### src/shared/out_route_pkg.sv
// constants, register map and timing for the output routing block
// Function
// - routing mode is active only while the routing-enable control bit holds 1.
// - while routing is active the polarity, manual-enable and manual-value masks are ignored.
// - five routing entries exist, entry 0 for the software PWM output, entries 1-4 for outputs 1-4.
// - each entry is 16 bits, upper byte picks the source, lower byte picks the gating bit.
// - entry bit 7 clear means gating bit 1 enables the signal, set means gating bit 0 enables it.
// - source 0x00 drives a constant 1 and source 0x01 a constant 0.
// - sources 0x02-0x08 give encoder change pulses divided by 1, 2, 4, 8, 16, 32 and 64.
// - sources 0x09-0x0F give position change pulses divided by 1, 2, 4, 8, 16, 32 and 64.
// - with divider 1 every single-increment change of the count yields one output pulse.
// - encoder sources produce pulses only with encoder feedback, never with Hall sensors.
// - pulse sources are limited to 2 kHz on the PWM output and to 500 Hz on all other outputs.
// - entry value 0x0405 routes the encoder divided by 4, enabled by control word bit 5.
package out_route_pkg;
  localparam int NUM_ROUTES = 5;
  localparam int ADDR_W     = 8;
  localparam int DATA_W     = 32;
  localparam int ROUTE_W    = 16;

  localparam logic [7:0] ROUTE0_OFS  = 8'h00;
  localparam logic [7:0] CTRL_OFS    = 8'h14;
  localparam logic [7:0] POL_OFS     = 8'h18;
  localparam logic [7:0] MAN_EN_OFS  = 8'h1C;
  localparam logic [7:0] MAN_VAL_OFS = 8'h20;
  localparam logic [7:0] OCW_OFS     = 8'h24;
  localparam logic [7:0] STATUS_OFS  = 8'h28;

  localparam logic [15:0] ROUTE_RESET = 16'h0100;
  localparam logic [31:0] MASK_RESET  = 32'h00000000;
  localparam logic [31:0] OCW_RESET   = 32'h00000000;

  localparam int CTRL_EN_BIT      = 0;
  localparam int STAT_ROUTING_BIT = 8;
  localparam int STAT_HALL_BIT    = 9;
  localparam int SRC_HI           = 15;
  localparam int SRC_LO           = 8;
  localparam int INV_BIT          = 7;
  localparam int IDX_HI           = 6;
  localparam int OUT_BIT_BASE     = 16;

  localparam logic [7:0] SRC_ONE       = 8'h00;
  localparam logic [7:0] SRC_ZERO      = 8'h01;
  localparam logic [7:0] SRC_ENC_FIRST = 8'h02;
  localparam logic [7:0] SRC_ENC_LAST  = 8'h08;
  localparam logic [7:0] SRC_POS_FIRST = 8'h09;
  localparam logic [7:0] SRC_POS_LAST  = 8'h0F;

  localparam int CLK_PERIOD_NS     = 5;
  localparam int PWM_MIN_PERIOD_NS = 500000;
  localparam int OUT_MIN_PERIOD_NS = 2000000;
  localparam int PWM_HALF_CYC = (PWM_MIN_PERIOD_NS + 2 * CLK_PERIOD_NS - 1) / (2 * CLK_PERIOD_NS);
  localparam int OUT_HALF_CYC = (OUT_MIN_PERIOD_NS + 2 * CLK_PERIOD_NS - 1) / (2 * CLK_PERIOD_NS);

  localparam int DIV_SEL_W   = 3;
  localparam int DIV_CNT_W   = 6;
  localparam int PEND_W      = 8;
  localparam int SHAPE_CNT_W = 18;
endpackage

### src/design/change_divider.sv
// divides a stream of change events by a power of two
`timescale 1ns/1ps
module change_divider #(
  parameter int CNT_W = out_route_pkg::DIV_CNT_W
) (
  input  wire logic                            pclk,
  input  wire logic                            presetn,
  input  wire logic                            ce,
  input  wire logic                            clear,
  input  wire logic                            event_in,
  input  wire logic [out_route_pkg::DIV_SEL_W-1:0] div_sel,
  output logic                                 strobe
);
  import out_route_pkg::*;

  typedef struct packed {
    logic [CNT_W-1:0] cnt;
    logic             strobe;
  } div_state_t;

  div_state_t st;
  div_state_t next_st;
  logic [CNT_W-1:0] mask;

  always_comb begin
    mask = CNT_W'((1 << div_sel) - 1);
    next_st = st;
    next_st.strobe = 1'b0;
    if (clear) begin
      next_st.cnt = '0;
    end else if (event_in) begin
      next_st.cnt = st.cnt + 1'b1;
      next_st.strobe = ((st.cnt & mask) == mask);
    end
  end

  always_ff @(posedge pclk or negedge presetn) begin
    if (!presetn) begin
      st <= '0;
    end else if (ce) begin
      st <= next_st;
    end
  end

  assign strobe = st.strobe;

  AST_DIV_STROBE: assert property (@(posedge pclk) disable iff (!presetn)
    $rose(st.strobe) |-> $past(event_in) && ($past(st.cnt & mask) == $past(mask)))
    else $error("divider strobe without completed count");
endmodule

### src/design/pulse_shaper.sv
// turns strobes into pulses with a minimum high and low time
`timescale 1ns/1ps
module pulse_shaper #(
  parameter int HALF_CYC = out_route_pkg::OUT_HALF_CYC,
  parameter int CNT_W    = out_route_pkg::SHAPE_CNT_W,
  parameter int PEND_W   = out_route_pkg::PEND_W
) (
  input  wire logic pclk,
  input  wire logic presetn,
  input  wire logic ce,
  input  wire logic clear,
  input  wire logic strobe,
  output logic      level
);
  import out_route_pkg::*;

  typedef struct packed {
    logic [PEND_W-1:0] pend;
    logic [CNT_W-1:0]  cnt;
    logic              level;
  } shape_state_t;

  shape_state_t st;
  shape_state_t next_st;
  logic [PEND_W-1:0] pend_in;

  // backlog saturates: a burst faster than the rate limit is stretched, excess is dropped
  always_comb begin
    next_st = st;
    pend_in = (strobe && st.pend != '1) ? st.pend + 1'b1 : st.pend;
    next_st.pend = pend_in;
    if (clear) begin
      next_st = '0;
    end else if (st.cnt != '0) begin
      next_st.cnt = st.cnt - 1'b1;
    end else if (st.level) begin
      next_st.level = 1'b0;
      next_st.cnt = CNT_W'(HALF_CYC - 1);
    end else if (pend_in != '0) begin
      next_st.level = 1'b1;
      next_st.cnt = CNT_W'(HALF_CYC - 1);
      next_st.pend = pend_in - 1'b1;
    end
  end

  always_ff @(posedge pclk or negedge presetn) begin
    if (!presetn) begin
      st <= '0;
    end else if (ce) begin
      st <= next_st;
    end
  end

  assign level = st.level;

  AST_RATE_RISE: assert property (@(posedge pclk) disable iff (!presetn)
    $rose(st.level) |-> $past(st.cnt) == '0)
    else $error("pulse started before low time expired");
  AST_RATE_FALL: assert property (@(posedge pclk) disable iff (!presetn)
    $fell(st.level) && !$past(clear) |-> $past(st.cnt) == '0)
    else $error("pulse ended before high time expired");
endmodule

### src/design/output_signal_routing.sv
// output routing top: APB registers, source selection, gating and legacy output path
`timescale 1ns/1ps
module output_signal_routing #(
  parameter int PWM_HALF = out_route_pkg::PWM_HALF_CYC,
  parameter int OUT_HALF = out_route_pkg::OUT_HALF_CYC
) (
  input  wire logic                              pclk,
  input  wire logic                              presetn,
  input  wire logic                              ce,
  input  wire logic                              psel,
  input  wire logic                              penable,
  input  wire logic                              pwrite,
  input  wire logic [out_route_pkg::ADDR_W-1:0]  paddr,
  input  wire logic [out_route_pkg::DATA_W-1:0]  pwdata,
  output logic      [out_route_pkg::DATA_W-1:0]  prdata,
  output logic                                   pready,
  output logic                                   pslverr,
  input  wire logic                              hall_sel,
  input  wire logic [31:0]                       enc_count,
  input  wire logic [31:0]                       pos_actual,
  output logic                                   pwm_out,
  output logic      [3:0]                        dout
);
  import out_route_pkg::*;

  typedef struct packed {
    logic [NUM_ROUTES-1:0][ROUTE_W-1:0] route;
    logic                               route_en;
    logic [31:0]                        pol;
    logic [31:0]                        man_en;
    logic [31:0]                        man_val;
    logic [31:0]                        ocw;
    logic [31:0]                        prev_enc;
    logic [31:0]                        prev_pos;
    logic                               hall_s1;
    logic                               hall_s2;
    logic [NUM_ROUTES-1:0]              outs;
    logic [DATA_W-1:0]                  prdata;
    logic                               pready;
    logic                               pslverr;
  } top_state_t;

  top_state_t st;
  top_state_t next_st;

  logic                 wr_en;
  logic                 hit;
  logic [DATA_W-1:0]    rdata;
  logic                 enc_chg;
  logic                 pos_chg;
  logic [NUM_ROUTES-1:0] route_wr;
  logic [NUM_ROUTES-1:0] clr;
  logic [NUM_ROUTES-1:0] evt;
  logic [NUM_ROUTES-1:0] strobe;
  logic [NUM_ROUTES-1:0] shaped;
  logic [NUM_ROUTES-1:0] active;
  logic [NUM_ROUTES-1:0] routed;
  logic [NUM_ROUTES-1:0] legacy;
  logic [NUM_ROUTES-1:0] is_enc;
  logic [NUM_ROUTES-1:0] is_pos;
  logic [NUM_ROUTES-1:0][DIV_SEL_W-1:0] div_sel;

  // a write lands only in the access cycle, after the setup cycle raised pready
  assign wr_en = psel && penable && pwrite && st.pready && !st.pslverr;
  // any change of the count is one increment step; faster multi-step jumps count once
  assign enc_chg = (enc_count != st.prev_enc) && !st.hall_s2;
  assign pos_chg = pos_actual != st.prev_pos;

  // read decode
  always_comb begin
    hit = 1'b1;
    rdata = '0;
    case (paddr)
      CTRL_OFS:    rdata[CTRL_EN_BIT] = st.route_en;
      POL_OFS:     rdata = st.pol;
      MAN_EN_OFS:  rdata = st.man_en;
      MAN_VAL_OFS: rdata = st.man_val;
      OCW_OFS:     rdata = st.ocw;
      STATUS_OFS: begin
        rdata[NUM_ROUTES-1:0] = st.outs;
        rdata[STAT_ROUTING_BIT] = st.route_en;
        rdata[STAT_HALL_BIT] = st.hall_s2;
      end
      default: hit = 1'b0;
    endcase
    for (int i = 0; i < NUM_ROUTES; i++) begin
      if (paddr == ADDR_W'(ROUTE0_OFS + 4 * i)) begin
        hit = 1'b1;
        rdata = {16'h0000, st.route[i]};
      end
    end
  end

  // per-entry source selection and gating
  always_comb begin
    for (int i = 0; i < NUM_ROUTES; i++) begin
      logic [7:0] src;
      logic [6:0] idx;
      logic       gate;
      src = st.route[i][SRC_HI:SRC_LO];
      idx = st.route[i][IDX_HI:0];
      gate = (idx < 7'd32) ? st.ocw[idx[4:0]] : 1'b0;
      active[i] = gate ^ st.route[i][INV_BIT];
      is_enc[i] = (src >= SRC_ENC_FIRST) && (src <= SRC_ENC_LAST);
      is_pos[i] = (src >= SRC_POS_FIRST) && (src <= SRC_POS_LAST);
      div_sel[i] = is_enc[i] ? DIV_SEL_W'(src - SRC_ENC_FIRST)
                             : DIV_SEL_W'(src - SRC_POS_FIRST);
      evt[i] = (is_enc[i] && enc_chg) || (is_pos[i] && pos_chg);
      route_wr[i] = wr_en && (paddr == ADDR_W'(ROUTE0_OFS + 4 * i));
      clr[i] = route_wr[i] || !st.route_en;
      case (src)
        SRC_ONE:  routed[i] = 1'b1;
        SRC_ZERO: routed[i] = 1'b0;
        default:  routed[i] = (is_enc[i] && !st.hall_s2) || is_pos[i] ? shaped[i] : 1'b0;
      endcase
      // the PWM entry has no legacy path and idles low outside routing
      if (i == 0) begin
        legacy[i] = 1'b0;
      end else if (st.man_en[OUT_BIT_BASE + i - 1]) begin
        legacy[i] = st.man_val[OUT_BIT_BASE + i - 1];
      end else begin
        legacy[i] = st.ocw[OUT_BIT_BASE + i - 1] ^ st.pol[OUT_BIT_BASE + i - 1];
      end
    end
  end

  always_comb begin
    next_st = st;
    next_st.hall_s1 = hall_sel;
    next_st.hall_s2 = st.hall_s1;
    next_st.prev_enc = enc_count;
    next_st.prev_pos = pos_actual;
    next_st.pready = 1'b0;
    next_st.pslverr = 1'b0;
    if (psel && !penable) begin
      next_st.pready = 1'b1;
      next_st.pslverr = !hit || (pwrite && paddr == STATUS_OFS);
      next_st.prdata = (pwrite || !hit) ? '0 : rdata;
    end
    if (wr_en) begin
      case (paddr)
        CTRL_OFS:    next_st.route_en = pwdata[CTRL_EN_BIT];
        POL_OFS:     next_st.pol = pwdata;
        MAN_EN_OFS:  next_st.man_en = pwdata;
        MAN_VAL_OFS: next_st.man_val = pwdata;
        OCW_OFS:     next_st.ocw = pwdata;
        default: ;
      endcase
      for (int i = 0; i < NUM_ROUTES; i++) begin
        if (route_wr[i]) begin
          next_st.route[i] = pwdata[ROUTE_W-1:0];
        end
      end
    end
    for (int i = 0; i < NUM_ROUTES; i++) begin
      // routing overrides the masks entirely, inactive gate forces low
      next_st.outs[i] = st.route_en ? (active[i] && routed[i]) : legacy[i];
    end
  end

  always_ff @(posedge pclk or negedge presetn) begin
    if (!presetn) begin
      st <= '0;
      st.route <= {NUM_ROUTES{ROUTE_RESET}};
      st.pol <= MASK_RESET;
      st.man_en <= MASK_RESET;
      st.man_val <= MASK_RESET;
      st.ocw <= OCW_RESET;
    end else if (ce) begin
      st <= next_st;
    end
  end

  genvar g;
  generate
    for (g = 0; g < NUM_ROUTES; g++) begin : gen_route
      change_divider u_div (
        .pclk     (pclk),
        .presetn  (presetn),
        .ce       (ce),
        .clear    (clr[g]),
        .event_in (evt[g]),
        .div_sel  (div_sel[g]),
        .strobe   (strobe[g])
      );
      pulse_shaper #(
        .HALF_CYC (g == 0 ? PWM_HALF : OUT_HALF)
      ) u_shape (
        .pclk    (pclk),
        .presetn (presetn),
        .ce      (ce),
        .clear   (clr[g]),
        .strobe  (strobe[g]),
        .level   (shaped[g])
      );
    end
  endgenerate

  assign prdata = st.prdata;
  assign pready = st.pready;
  assign pslverr = st.pslverr;
  assign pwm_out = st.outs[0];
  assign dout = st.outs[NUM_ROUTES-1:1];

  AST_LEGACY: assert property (@(posedge pclk) disable iff (!presetn)
    ce && !st.route_en |=> {dout, pwm_out} == $past(legacy))
    else $error("legacy path not followed while routing off");
  AST_MASKS_IGNORED: assert property (@(posedge pclk) disable iff (!presetn)
    ce && st.route_en && !active[1] |=> !dout[0])
    else $error("output 1 driven while its gate is inactive");
  AST_CONST_ONE: assert property (@(posedge pclk) disable iff (!presetn)
    ce && st.route_en && active[0] && st.route[0][SRC_HI:SRC_LO] == SRC_ONE |=> pwm_out)
    else $error("constant one source not driven");
  AST_CONST_ZERO: assert property (@(posedge pclk) disable iff (!presetn)
    ce && st.route_en && st.route[2][SRC_HI:SRC_LO] == SRC_ZERO |=> !dout[1])
    else $error("constant zero source not driven");
  AST_GATE_LOW: assert property (@(posedge pclk) disable iff (!presetn)
    ce && st.route_en && !active[4] |=> !dout[3])
    else $error("inactive gate left output high");
  AST_HALL_MUTE: assert property (@(posedge pclk) disable iff (!presetn)
    ce && st.route_en && st.hall_s2 && is_enc[1] |=> !dout[0])
    else $error("encoder pulses emitted with hall feedback");
  AST_APB_READY: assert property (@(posedge pclk) disable iff (!presetn)
    ce && psel && !penable |=> pready ##1 (!pready || !ce))
    else $error("apb ready not exactly one access cycle");
  AST_APB_ERR: assert property (@(posedge pclk) disable iff (!presetn)
    ce && psel && !penable && !hit |=> pslverr && prdata == '0)
    else $error("unmapped access not flagged");

  COV_ROUTE_ON: cover property (@(posedge pclk) disable iff (!presetn) $rose(st.route_en));
  COV_ENC_PULSE: cover property (@(posedge pclk) disable iff (!presetn)
    st.route_en && is_enc[1] && $rose(dout[0]));
  COV_POS_PULSE: cover property (@(posedge pclk) disable iff (!presetn)
    st.route_en && is_pos[0] && $rose(pwm_out));
  COV_ERR: cover property (@(posedge pclk) disable iff (!presetn) pslverr);
endmodule

### config.mk
export PLATFORM = sky130hd
export DESIGN_NAME = output_signal_routing
export DESIGN_NICKNAME = d
export VERILOG_FILES = /design/src/shared/out_route_pkg.sv /design/src/design/change_divider.sv /design/src/design/pulse_shaper.sv /design/src/design/output_signal_routing.sv
export SDC_FILE = /design/constraint.sdc
export NUM_CORES = 1
export LEC_CHECK = 0
export BUFFER_PORTS_ARGS = -buffer_cell sky130_fd_sc_hd__buf_2
export CAP_MARGIN = 0
export CORE_ASPECT_RATIO = 1.2
export CORE_MARGIN = 1
export CORE_UTILIZATION = 55
export CTS_BUF_LIST = sky130_fd_sc_hd__clkbuf_4 sky130_fd_sc_hd__clkbuf_8
export CTS_CLUSTER_DIAMETER = 150
export DETAILED_ROUTE_END_ITERATION = 10
export PLACE_DENSITY = 0.79
export SYNTH_ARGS = -nofsm -noshare
export SYNTH_HDL_FRONTEND = slang
export SYNTH_SLANG_ARGS = --single-unit
### constraint.sdc
create_clock -name pclk -period 3.8 [get_ports pclk]
set_input_delay 0.57 -clock pclk [delete_from_list [all_inputs] [get_ports pclk]]
set_output_delay 0.57 -clock pclk [all_outputs]
set_load 0.02 [all_outputs]
# --- Word-level counts from Yosys, hierarchy flattened ---
# Cells that the tools add are included.
word_totals:
  wordCells: 393
  n_memories: 0
  rom_bits: 0
  latchBits: 0
  output_inout_bits: 39
  reg_bits: 484
  ramBits: 0
  input_bits: 111
op_classes:
  shifts: 5
  n_eq_ne: 32
  div: 0
  bitwise_logic: 14
  addsub: 35
  mul: 0
  order_cmp: 30
  n_reduce_logical: 122
  mux: 112
ops:
  columns: ["op", "count"]
  rows:
  - ["two-way mux 27 bit", 10]
  - ["two-way mux 32 bit", 6]
  - ["two-way mux 8 bit", 15]
  - ["two-way mux 19 bit", 5]
  - ["two-way mux 18 bit", 5]
  - ["nonzero test 18 bit", 5]
  - ["subtractor 18 x 1 -> 18 bit (second input constant)", 5]
  - ["case mux 22 bit (4 select lines)", 1]
  - ["less-or-equal comparator 8 x 4 -> 1 bit (second input constant)", 10]
  - ["inequality test 32 bit", 2]
  - ["logical NOT 8 bit", 6]
  - ["logical AND 1 bit", 47]
  - ["adder 8 x 1 -> 8 bit (second input constant)", 5]
  - ["equality test 8 x 1 -> 1 bit (second input constant)", 5]
  - [">= comparator 8 x 2 -> 1 bit (second input constant)", 5]
  - [">= comparator 8 x 4 -> 1 bit (second input constant)", 5]
  - ["two-way mux 1 bit", 40]
  - ["inequality test 8 bit (second input constant)", 5]
  - ["nonzero test 8 bit", 5]
  - ["subtractor 8 x 1 -> 8 bit (second input constant)", 5]
  - ["less-than comparator 7 x 6 -> 1 bit (second input constant)", 5]
  - ["two-way mux 7 bit", 5]
  - ["equality test 8 x 5 -> 1 bit (second input constant)", 4]
  - ["AND reduction 2 bit", 16]
  - ["28 further kinds", 128]

# --- Depth between registers and ports, before layout ---
# Gate-level depths: netlist (run 1).
depth:
  ltp_word: 11
  depth_mapped: 17

# --- Hierarchy ---
# Synthesis (run 1) repeated with hierarchy kept, for this count alone.
hier_totals:
  cells_unflattened: 2866
  hier_area_um2: 29319.4
by_module_without_submodules:
  columns: ["module", "area_per_inst_um2", "n_inst", "cells_per_inst"]
  rows:
  - ["output_signal_routing", 17135.2, 1, 1445]
  - ["pulse_shaper at gen_route[1].u_shape ...", 1998.2, 3, 236]
  - ["pulse_shaper at gen_route[4].u_shape", 2235.9, 1, 267]
  - ["change_divider", 401.6, 5, 43]
  - ["pulse_shaper at gen_route[0].u_shape", 1945.6, 1, 231]

# --- Worst setup path after synthesis (run 1) ---
# Ideal clock, no wire load.
synth_timing:
  path_kind: "register to register"
  from: "register st[290] (netlist bit)"
  to: "register gen_route[3].u_div.st (netlist bit gen_route[3].u_div.strobe)"
  path_stages_with_launch: 17
  period_less_slack_ns: 3.554
  path_slack_ns: 0.246
  path_buffers: 1
  t_arrival_ns: 3.412
  path_cell_list: "dfstp_2 -> clkbuf_1 -> inv_1 -> ha_1 -> nor4_1 -> a211oi_1 -> nor2_1 -> nand2_1 -> mux2_2 -> ha_1 -> or3b_2 -> o21ai_0 -> nand2_1 -> a31o_2 -> a221o_1 -> o21ai_0 -> o32ai_1"
synth_between:
  elab_chain_cells: 9
  elab_cells_between_ends: 18
synth_rtl:
  columns: ["item", "line_no", "text"]
  rows:
  - ["start, declared", "output_signal_routing.sv:43", "top_state_t st;"]
  - ["start signal, assigned", "output_signal_routing.sv:170", "st <= next_st;"]
  - [">= comparator 8 x 2 -> 1 bit / less-or-equal comparator 8 x 4 -> 1 bit (equally long branches)", "output_signal_routing.sv:104", "is_enc[i] = (src >= SRC_ENC_FIRST) && (src <= SRC_ENC_LAST);"]
  - ["logical AND 1 bit", "output_signal_routing.sv:104", null]
  - ["two-way mux 3 bit", "output_signal_routing.sv:106", "div_sel[i] = is_enc[i] ? DIV_SEL_W'(src - SRC_ENC_FIRST)"]
  - ["left shift 1 x 3 -> 6 bit", "change_divider.sv:26", "mask = CNT_W'((1 << div_sel) - 1);"]
  - ["subtractor 6 x 2 -> 6 bit", "change_divider.sv:26", null]
  - ["bitwise AND 6 bit", "change_divider.sv:33", "next_st.strobe = ((st.cnt & mask) == mask);"]
  - ["equality test 6 bit", "change_divider.sv:33", null]
  - ["two-way mux 7 bit *", "change_divider.sv:31", "end else if (event_in) begin"]
  - ["two-way mux 1 bit *", "change_divider.sv:29", "if (clear) begin"]
  - ["end signal, assigned", "change_divider.sv:41", "st <= next_st;"]
  - ["end, declared", "change_divider.sv:21", "div_state_t st;"]
# Every way passes the cells marked *; elsewhere a longest branch is shown, timed or not. The select of a mux whose other input is x is not followed.
# A chain may end at the register's enable or synchronous reset.

# --- Worst setup path in the final report (run 1) ---
layout_timing:
  from: "register st[297] (netlist bit)"
  to: "register gen_route[3].u_div.st (netlist bit gen_route[3].u_div.strobe)"
# Same word-level chain as after synthesis.

==> results of run 1 <==
## worst paths after layout
kind	startpoint	end	depth (start not counted)
max	st[297]	gen_route[3].u_div.strobe	13
min	hall_sel	next_st[39]	2
max reg2reg	st[297]	gen_route[3].u_div.strobe	13
min reg2reg	gen_route[3].u_shape.st[16]	gen_route[3].u_shape.st[16]	1
max in group asynchronous	presetn	st[241]	3
min in group asynchronous	presetn	prdata[23]	2
## per-layer routing
metal | up-vias | share of wire (%)
li1 | 10800 | -
met1 | 12000 | 39
met2 | 1147 | 49
met3 | 258 | 7.6
met4 | 0 | 4.5
met5 | - | 0
## layout make-up
cell class                      count  area (um^2)  area share, %
Antenna cell                        6         15.0         0.0471
Clock inverter                     33          437           1.37
Tap cell                          697          872           2.73
Clock buffer                      108         1390           4.37
Sequential cell                   484        12100           38.0
Timing Repair Buffer              230         1440           4.53
Multi-Input combinational cell   2085        15400           48.2
Inverter                           64          240          0.753
## cells in the mapped netlist, drive strengths merged (14+ instances only)
cell,n
a211oi,24
a21o,24
a21oi,89
a221oi,17
a22o,42
a22oi,47
a31oi,35
and3,28
buf,78
clkbuf,104
dfrtp,479
ha,55
inv,62
mux2,269
mux2i,36
mux4,45
nand2,253
nand2b,26
nand3,80
nand4,52
nor2,187
nor3,58
nor3b,15
nor4,38
nor4b,14
o211ai,19
o21ai,198
o22ai,14
o2bb2ai,16
o31ai,29
or3,21
or4,29
xnor2,101
xor2,17
## timing repair
action / in CTS / in global routing
setup endpoints to repair: 0 / 1
gates resized for setup: 0 / 2
hold endpoints to repair: 79 / 0
hold buffers: 1 / 0
## flip-flops by register name, indices dropped and copies added (netlist names)
name,count
st,274
gen_route.u_shape.st,130
prdata,32
gen_route.u_div.st,30
gen_route.u_div.strobe,5
gen_route.u_shape.level,5
dout,4
next_st,1
pready,1
pslverr,1
pwm_out,1
## stage by stage
stage | power [mW] | instances
2_1_floorplan | 5.73 | 2815
5_1_grt | 11.7 | 3707
3_3_place_gp | 6.04 | 3559
6_report | 11.3 | 3707
3_5_place_dp | 6.08 | 3559
4_1_cts | 11.4 | 3701
## cell usage in the layout (no fill, tap or decap), drive strengths merged, types with 26 or more instances in the layout
cell      n
dfrtp   479
a31oi    35
clkbuf  108
a22o     42
ha       55
nand3    80
o21ai   198
nor4     38
nand2   253
or4      29
a21oi    89
and3     28
mux2i    36
nand2b   26
xnor2   101
o31ai    29
a22oi    47
inv      66
mux4     45
nand4    52
mux2    269
nor2    187
nor3     58
buf     229
## kinds of logic after synthesis
family                   after synthesis  synth area share, %
AO/OA/AOI/OAI                        690                 16.4
XOR/XNOR                             118                 3.62
adder cells (fa/ha/maj)               55                 2.41
buffers and inverters                246                 3.97
flip-flops                           484                 42.4
multiplexers                         350                 15.4
AND/OR/NAND/NOR                      872                 15.7
## worst reg2reg max path, cell delays in order, from the launching register on
cell     delay (ns)
dfrtp_1        0.41
or4_1          0.62
a211o_1        0.36
nor2_1         0.24
nand2_1        0.08
mux2_2         0.28
ha_1           0.22
or3b_2         0.43
o21ai_0        0.08
nand2_1        0.08
a31o_2         0.23
a221o_1        0.28
o21ai_0        0.07
o32ai_1        0.11
## power breakdown
group | leakage, nW | switching (mW) | internal (mW)
sequential | 6.52 | 0.0727 | 5.24
combinational | 6.84 | 0.414 | 0.264
clock | 0.962 | 2.28 | 3.02
total | 14.3 | 2.76 | 8.52
==> results by group, run 1 <==
CTS
  • Clock root buffer: clkbuf_8
  • Htree depth: 3
  • Clk sink count: 484
  • Clock transition at path regs: around 0.07 ns
  • TritonCTS clock tree: yes
  • TritonCTS buffer count: 79
  • Longest Clk Path Bufs: 3
  • Clock Latency Late Sink: 0.69 ns
  • Setup bufs post-CTS: 0

GRT
  • First-pass GRT wire length: 127000 um
  • Antenna violations before repair: 6
  • GR Util met2: 50.1%
  • Gr usage total: 29.8%
  • GRT Residual Overflow: 0
  • Largest net degree at the start of global routing: 95
  • M1 GR Usage: 36.9%
  • Met3 Use GR: 5.28%
  • Vias in the first global route: 24200
  • Global route hottest layer: met2

Route
  • Vias: around 24000
  • Drt first pass iters: 8
  • Per-cell routed wire length: 21.3 um
  • Post-route antenna net violation count: 0
  • DR vias/cell: 6.55
  • Final wirelength: 78900 um
  • DRC viols: 0
  • 1st-iter DRT viols: 2187

Timing
  • RSZ-0062 raised after global routing: no
  • Layout Skew: ~0.041 ns
  • Peak Freq: 277 MHz
  • Final setup violation count: 0
  • Max-slew violation count: 0
  • Final period util: 95.1%
  • Setup TNS: 0 ns
  • Setup slack after layout: 0.185 ns
  • WHS: 0.137 ns
  • Minimum clock period: around 3.6 ns
  • Final-report hold violation count: 0
  • Tightest Pin Transition: approximately 1.2 ns
  • Max_slew headroom: 23.0%

Worst setup path
  • CP startpoint kind: flop
  • CP max-delay cell: or4_1
  • Worst path arrival time: approximately 4.2 ns
  • CP Capture Type: flop
  • Critical path buffer and inverter count: 0
  • Critical Path RT: 4.34 ns
  • CP top delay family: simple AND/OR/NAND/NOR gates
  • Worst Path Max Fanout: 6
  • R2r setup slk: roughly 0.18 ns
  • Critical-path cell list: or4_1 > a211o_1 > nor2_1 > nand2_1 > mux2_2 > ha_1 > or3b_2 > o21ai_0 > nand2_1 > a31o_2 > a221o_1 > o21ai_0 > o32ai_1
  • CP max stage delay: 0.62 ns
  • Critical path class: flop to flop

Floorplanning
  • Starting Density: 55.6%
  • IO Pins: 150
  • Die area: 52900 um^2
  • Num rows: 91
  • Die Ht: 252 um
  • CORE AREA: 51400 um^2
  • Width of the die: 210 um

Finish
  • Fill cells: slightly below 4000
  • Nets: 3110
  • Fin area: 31900 um^2
  • Area grow syn2layout: 11.6%
  • Fin util: between 60 and 70%
  • Layout cells sized above 1: approximately 25%

Synthesis
  • #FFs+latches synth: 484
  • Post-Synthesis Cells: about 2800
  • Net count after synthesis: approximately 3000
  • Top-area cell type share of the netlist area: between 40% and 50%
  • Post-synth cell types: 93
  • Synth warn: 0
  • Primary FF master, synth: dfrtp_1
  • Post-synthesis sequential area ratio: 42.4%
  • Top cells by area, synth: dfrtp_1 (42%), mux2_2 (11%), mux4_2 (3.5%)
  • Number of flops mapped to enable cells by yosys: 0
  • Mean post-synth cell area: 10.1 um^2
  • Synth area leader: dfrtp_1
  • Post-Syn Area: approximately 29000 um^2
  • Asr flop ratio synth: 100%

Job
  • Max cap viols: 0

Status
  • Status: complete, no violations

Placement
  • Final HPWL DP: 54300 um
  • Number of buffers added on ports: approximately 150
  • Pre-CTS setup slack: between 0.2 and 0.25 ns
  • Placer's final routability congestion estimate: ~0.92
  • Cell Area, Placed: 30000 um^2

Pwr
  • Power per cell area: 354 nW/um^2
  • Max VDD drop: 0.344 mV
  • Static leakage: 14.3 nW

Worst hold path
  • Hold crit path type: input pin to flop
No activity file was read; power rests on OpenSTA's default activity.
==> run 2: changes to the inputs <==
--- a/config.mk
+++ b/config.mk
@@ -9,11 +9,12 @@
 export CAP_MARGIN = 0
 export CORE_ASPECT_RATIO = 1.2
 export CORE_MARGIN = 1
-export CORE_UTILIZATION = 55
+export CORE_UTILIZATION = 58
 export CTS_BUF_LIST = sky130_fd_sc_hd__clkbuf_4 sky130_fd_sc_hd__clkbuf_8
 export CTS_CLUSTER_DIAMETER = 150
 export DETAILED_ROUTE_END_ITERATION = 10
-export PLACE_DENSITY = 0.79
+export PLACE_DENSITY = 0.82
+export SLEW_MARGIN = 25
 export SYNTH_ARGS = -nofsm -noshare
 export SYNTH_HDL_FRONTEND = slang
 export SYNTH_SLANG_ARGS = --single-unit
==> results by group, run 2 (synthesis gave the netlist of run 1 again) <==
Finish
  • Fill cells: 3517 (was 3967)
  • Largest register FFs: 274 (unchanged)
  • Area grow syn2layout: 10.9% (was 11.6%)
  • Reg with most FFs: st (unchanged)
  • Fin area: 31700 um^2 (was 31900 um^2)
  • Most common cell after layout, fill and taps aside: dfrtp_1 (unchanged)
  • Most frequent cells in the layout: dfrtp_1 (479), mux2_2 (269), nand2_1 (252) (unchanged)
  • Nets: 3099 (was 3110)
  • Flip-flop and latch area: 12100 um^2 (unchanged)
  • Layout cells sized above 1: 24.7% (was 24.9%)
  • Multi-input logic area: 15400 um^2 (about the same)

GRT
  • First-pass GRT wire length: 127000 um (about the same)
  • GRT Residual Overflow: 0 (unchanged)
  • Gr usage total: 31.7% (was 29.8%)
  • Antenna violations before repair: 3 (was 6)
  • Vias in the first global route: 24100 (was 24200)
  • Largest net degree at the start of global routing: 98 (was 95)

Worst setup path
  • RR Startpoint: st[290] (was st[297])
  • Critical Path Source: st[290] (was st[297])
  • Critical Path RT: 4.35 ns (was 4.34 ns)
  • CP startpoint kind: flop (unchanged)
  • Worst path arrival time: 4.17 ns (was 4.16 ns)
  • Critical path class: flop to flop (unchanged)
  • CP Capture Type: flop (unchanged)
  • Worst Path Max Fanout: 10 (was 6)

Floorplanning
  • Die Ht: 245 um (was 252 um)
  • CORE AREA: 48300 um^2 (was 51400 um^2)
  • Width of the die: 205 um (was 210 um)
  • Die area: 50200 um^2 (was 52900 um^2)
  • Num rows: 88 (was 91)
  • Starting Density: 59.1% (was 55.6%)
  • IO Pins: 150 (unchanged)

CTS
  • Longest Clk Path Bufs: 3 (unchanged)
  • TritonCTS buffer count: 77 (was 79)
  • Clock transition at path regs: 0.06 ns (was 0.07 ns)
  • Clk sink count: 484 (unchanged)
  • Clock Latency Late Sink: 0.70 ns (was 0.69 ns)
  • Clock root buffer: clkbuf_8 (unchanged)
  • TritonCTS clock tree: yes (unchanged)
  • Htree depth: 3 (unchanged)

Pwr
  • Comb pwr share: 6.1% (was 6.0%)
  • Sw frac: 24.1% (was 24.5%)
  • Net Sw Power: 2.68 mW (was 2.76 mW)
  • Static leakage: 14.3 nW (about the same)
  • Clock power share: 46.1% (was 47.0%)
  • Pint: 8.41 mW (was 8.52 mW)
  • Max VDD drop: 0.361 mV (was 0.344 mV)
  • Power per cell area: 350 nW/um^2 (was 354 nW/um^2)
  • Sequential Power Share: 47.9% (was 47.0%)
  • Overall Power: 11.1 mW (was 11.3 mW)

Route
  • Post-route antenna net violation count: 0 (unchanged)
  • 1st-iter DRT viols: 2348 (was 2187)
  • DRC viols: 0 (unchanged)
  • Drt first pass iters: 7 (was 8)
  • Final wirelength: 78900 um (about the same)
  • DR vias/cell: 6.74 (was 6.55)
  • Per-cell routed wire length: 21.8 um (was 21.3 um)
  • Vias: 24400 (was 24300)

Timing
  • Final period util: 95.4% (was 95.1%)
  • Peak Freq: 276 MHz (was 277 MHz)
  • RSZ-0062 raised after global routing: no (unchanged)
  • Tightest Pin Transition: 1.03 ns (was 1.15 ns)
  • Layout Skew: 0.0372 ns (was 0.0409 ns)
  • Max-slew violation count: 0 (unchanged)
  • Final-report hold violation count: 0 (unchanged)
  • Setup TNS: 0 ns (unchanged)
  • Max_slew headroom: 31.3% (was 23.0%)
  • Final setup violation count: 0 (unchanged)
  • Minimum clock period: 3.62 ns (about the same)

Worst hold path
  • Hold crit path type: input pin to flop (unchanged)
  • Hold Path Origin: hall_sel (unchanged)

Placement
  • Placer's final routability congestion estimate: 0.997 (was 0.917)
  • Final HPWL DP: 54200 um (was 54300 um)
  • Number of buffers added on ports: 149 (unchanged)
  • Cell Area, Placed: 29900 um^2 (was 30000 um^2)

Status
  • Status: complete, no violations (unchanged)

Job
  • Max cap viols: 0 (unchanged)
run 2: cell count changes in the layout (fill, tap and decap cells not counted), moves of 2 or more:
cell | before | now
nor2_2 | 4 | 6
clkinv_2 | 17 | 4
clkbuf_4 | 15 | 20
diode_2 | 6 | 3
clkbuf_8 | 93 | 103
nor2_1 | 183 | 181
inv_8 | 0 | 2
clkinvlp_4 | 2 | 0
buf_4 | 75 | 67
bufinv_16 | 9 | 4
run 2: through the flow:
stage	std cells	setup slack (ns)	utilization [%]	hold slack (ns)
2_1_floorplan	2815	0.246	-	0.274
4_1_cts	3621	0.185	65.5	0.0993
6_report	3624	0.177	65.6	0.134
3_3_place_gp	3483	0.234	61.8	0.448
5_1_grt	3624	0.0174	65.6	0.125
3_5_place_dp	3483	0.213	61.8	0.463
run 2: final timing paths:
path	endpoint	cells after the start	slack [ns]
max	gen_route[3].u_div.strobe	15	0.18
min	next_st[39]	2	0.13
max reg2reg	gen_route[3].u_div.strobe	15	0.18
min reg2reg	gen_route[3].u_shape.st[16]	1	0.47
max in group asynchronous	gen_route[0].u_shape.st[24]	3	2.29
min in group asynchronous	prdata[21]	2	0.51
run 2: power groups by stage:
stage	Clock (mW)	Sequential, mW	Combinational [mW]
2_1_floorplan	0	5.38	0.353
3_3_place_gp	0	5.39	0.641
3_5_place_dp	0	5.40	0.668
4_1_cts	5.18	5.31	0.674
5_1_grt	5.40	5.31	0.740
6_report	5.11	5.31	0.674
run 2: layout make-up:
class	count	area share, %
sequential	484	38.2
tap	630	2.49
antenna	3	0.0237
timing repair buffer	221	4.30
multi-input combinational	2085	48.5
clock buffer	123	4.95
clock inverter	14	0.695
inverter	64	0.758
run 2: timing repair:
action | in CTS | in global routing
endpoints found under the setup margin | 0 | 2
resized for setup | 0 | 4
hold endpoints to repair | 88 | 0
buffers inserted | 0 | 0
hold buffers | 1 | 0
run 2: worst max-delay path, cell delays in order (launching register included):
cell and delay, ns:
dfstp_2 0.64, inv_1 0.09, ha_1 0.22, nor4_2 0.19, a211oi_1 0.17, nor2_1 0.22
nand2_1 0.12, mux2_2 0.29, ha_1 0.23, or3b_2 0.44, o21ai_0 0.08, nand2_1 0.07
a31o_2 0.26, a221o_1 0.28, o21ai_0 0.08, o32ai_1 0.10
run 2: per-layer routing:
metal  share of wire (%)  track usage, %  vias up
li1                    -               -    10800
met3                 7.3            5.86      311
met1                  39            39.4    12100
met2                  49            51.7     1223
met4                 5.0            17.8        2
met5               0.048           0.595        -
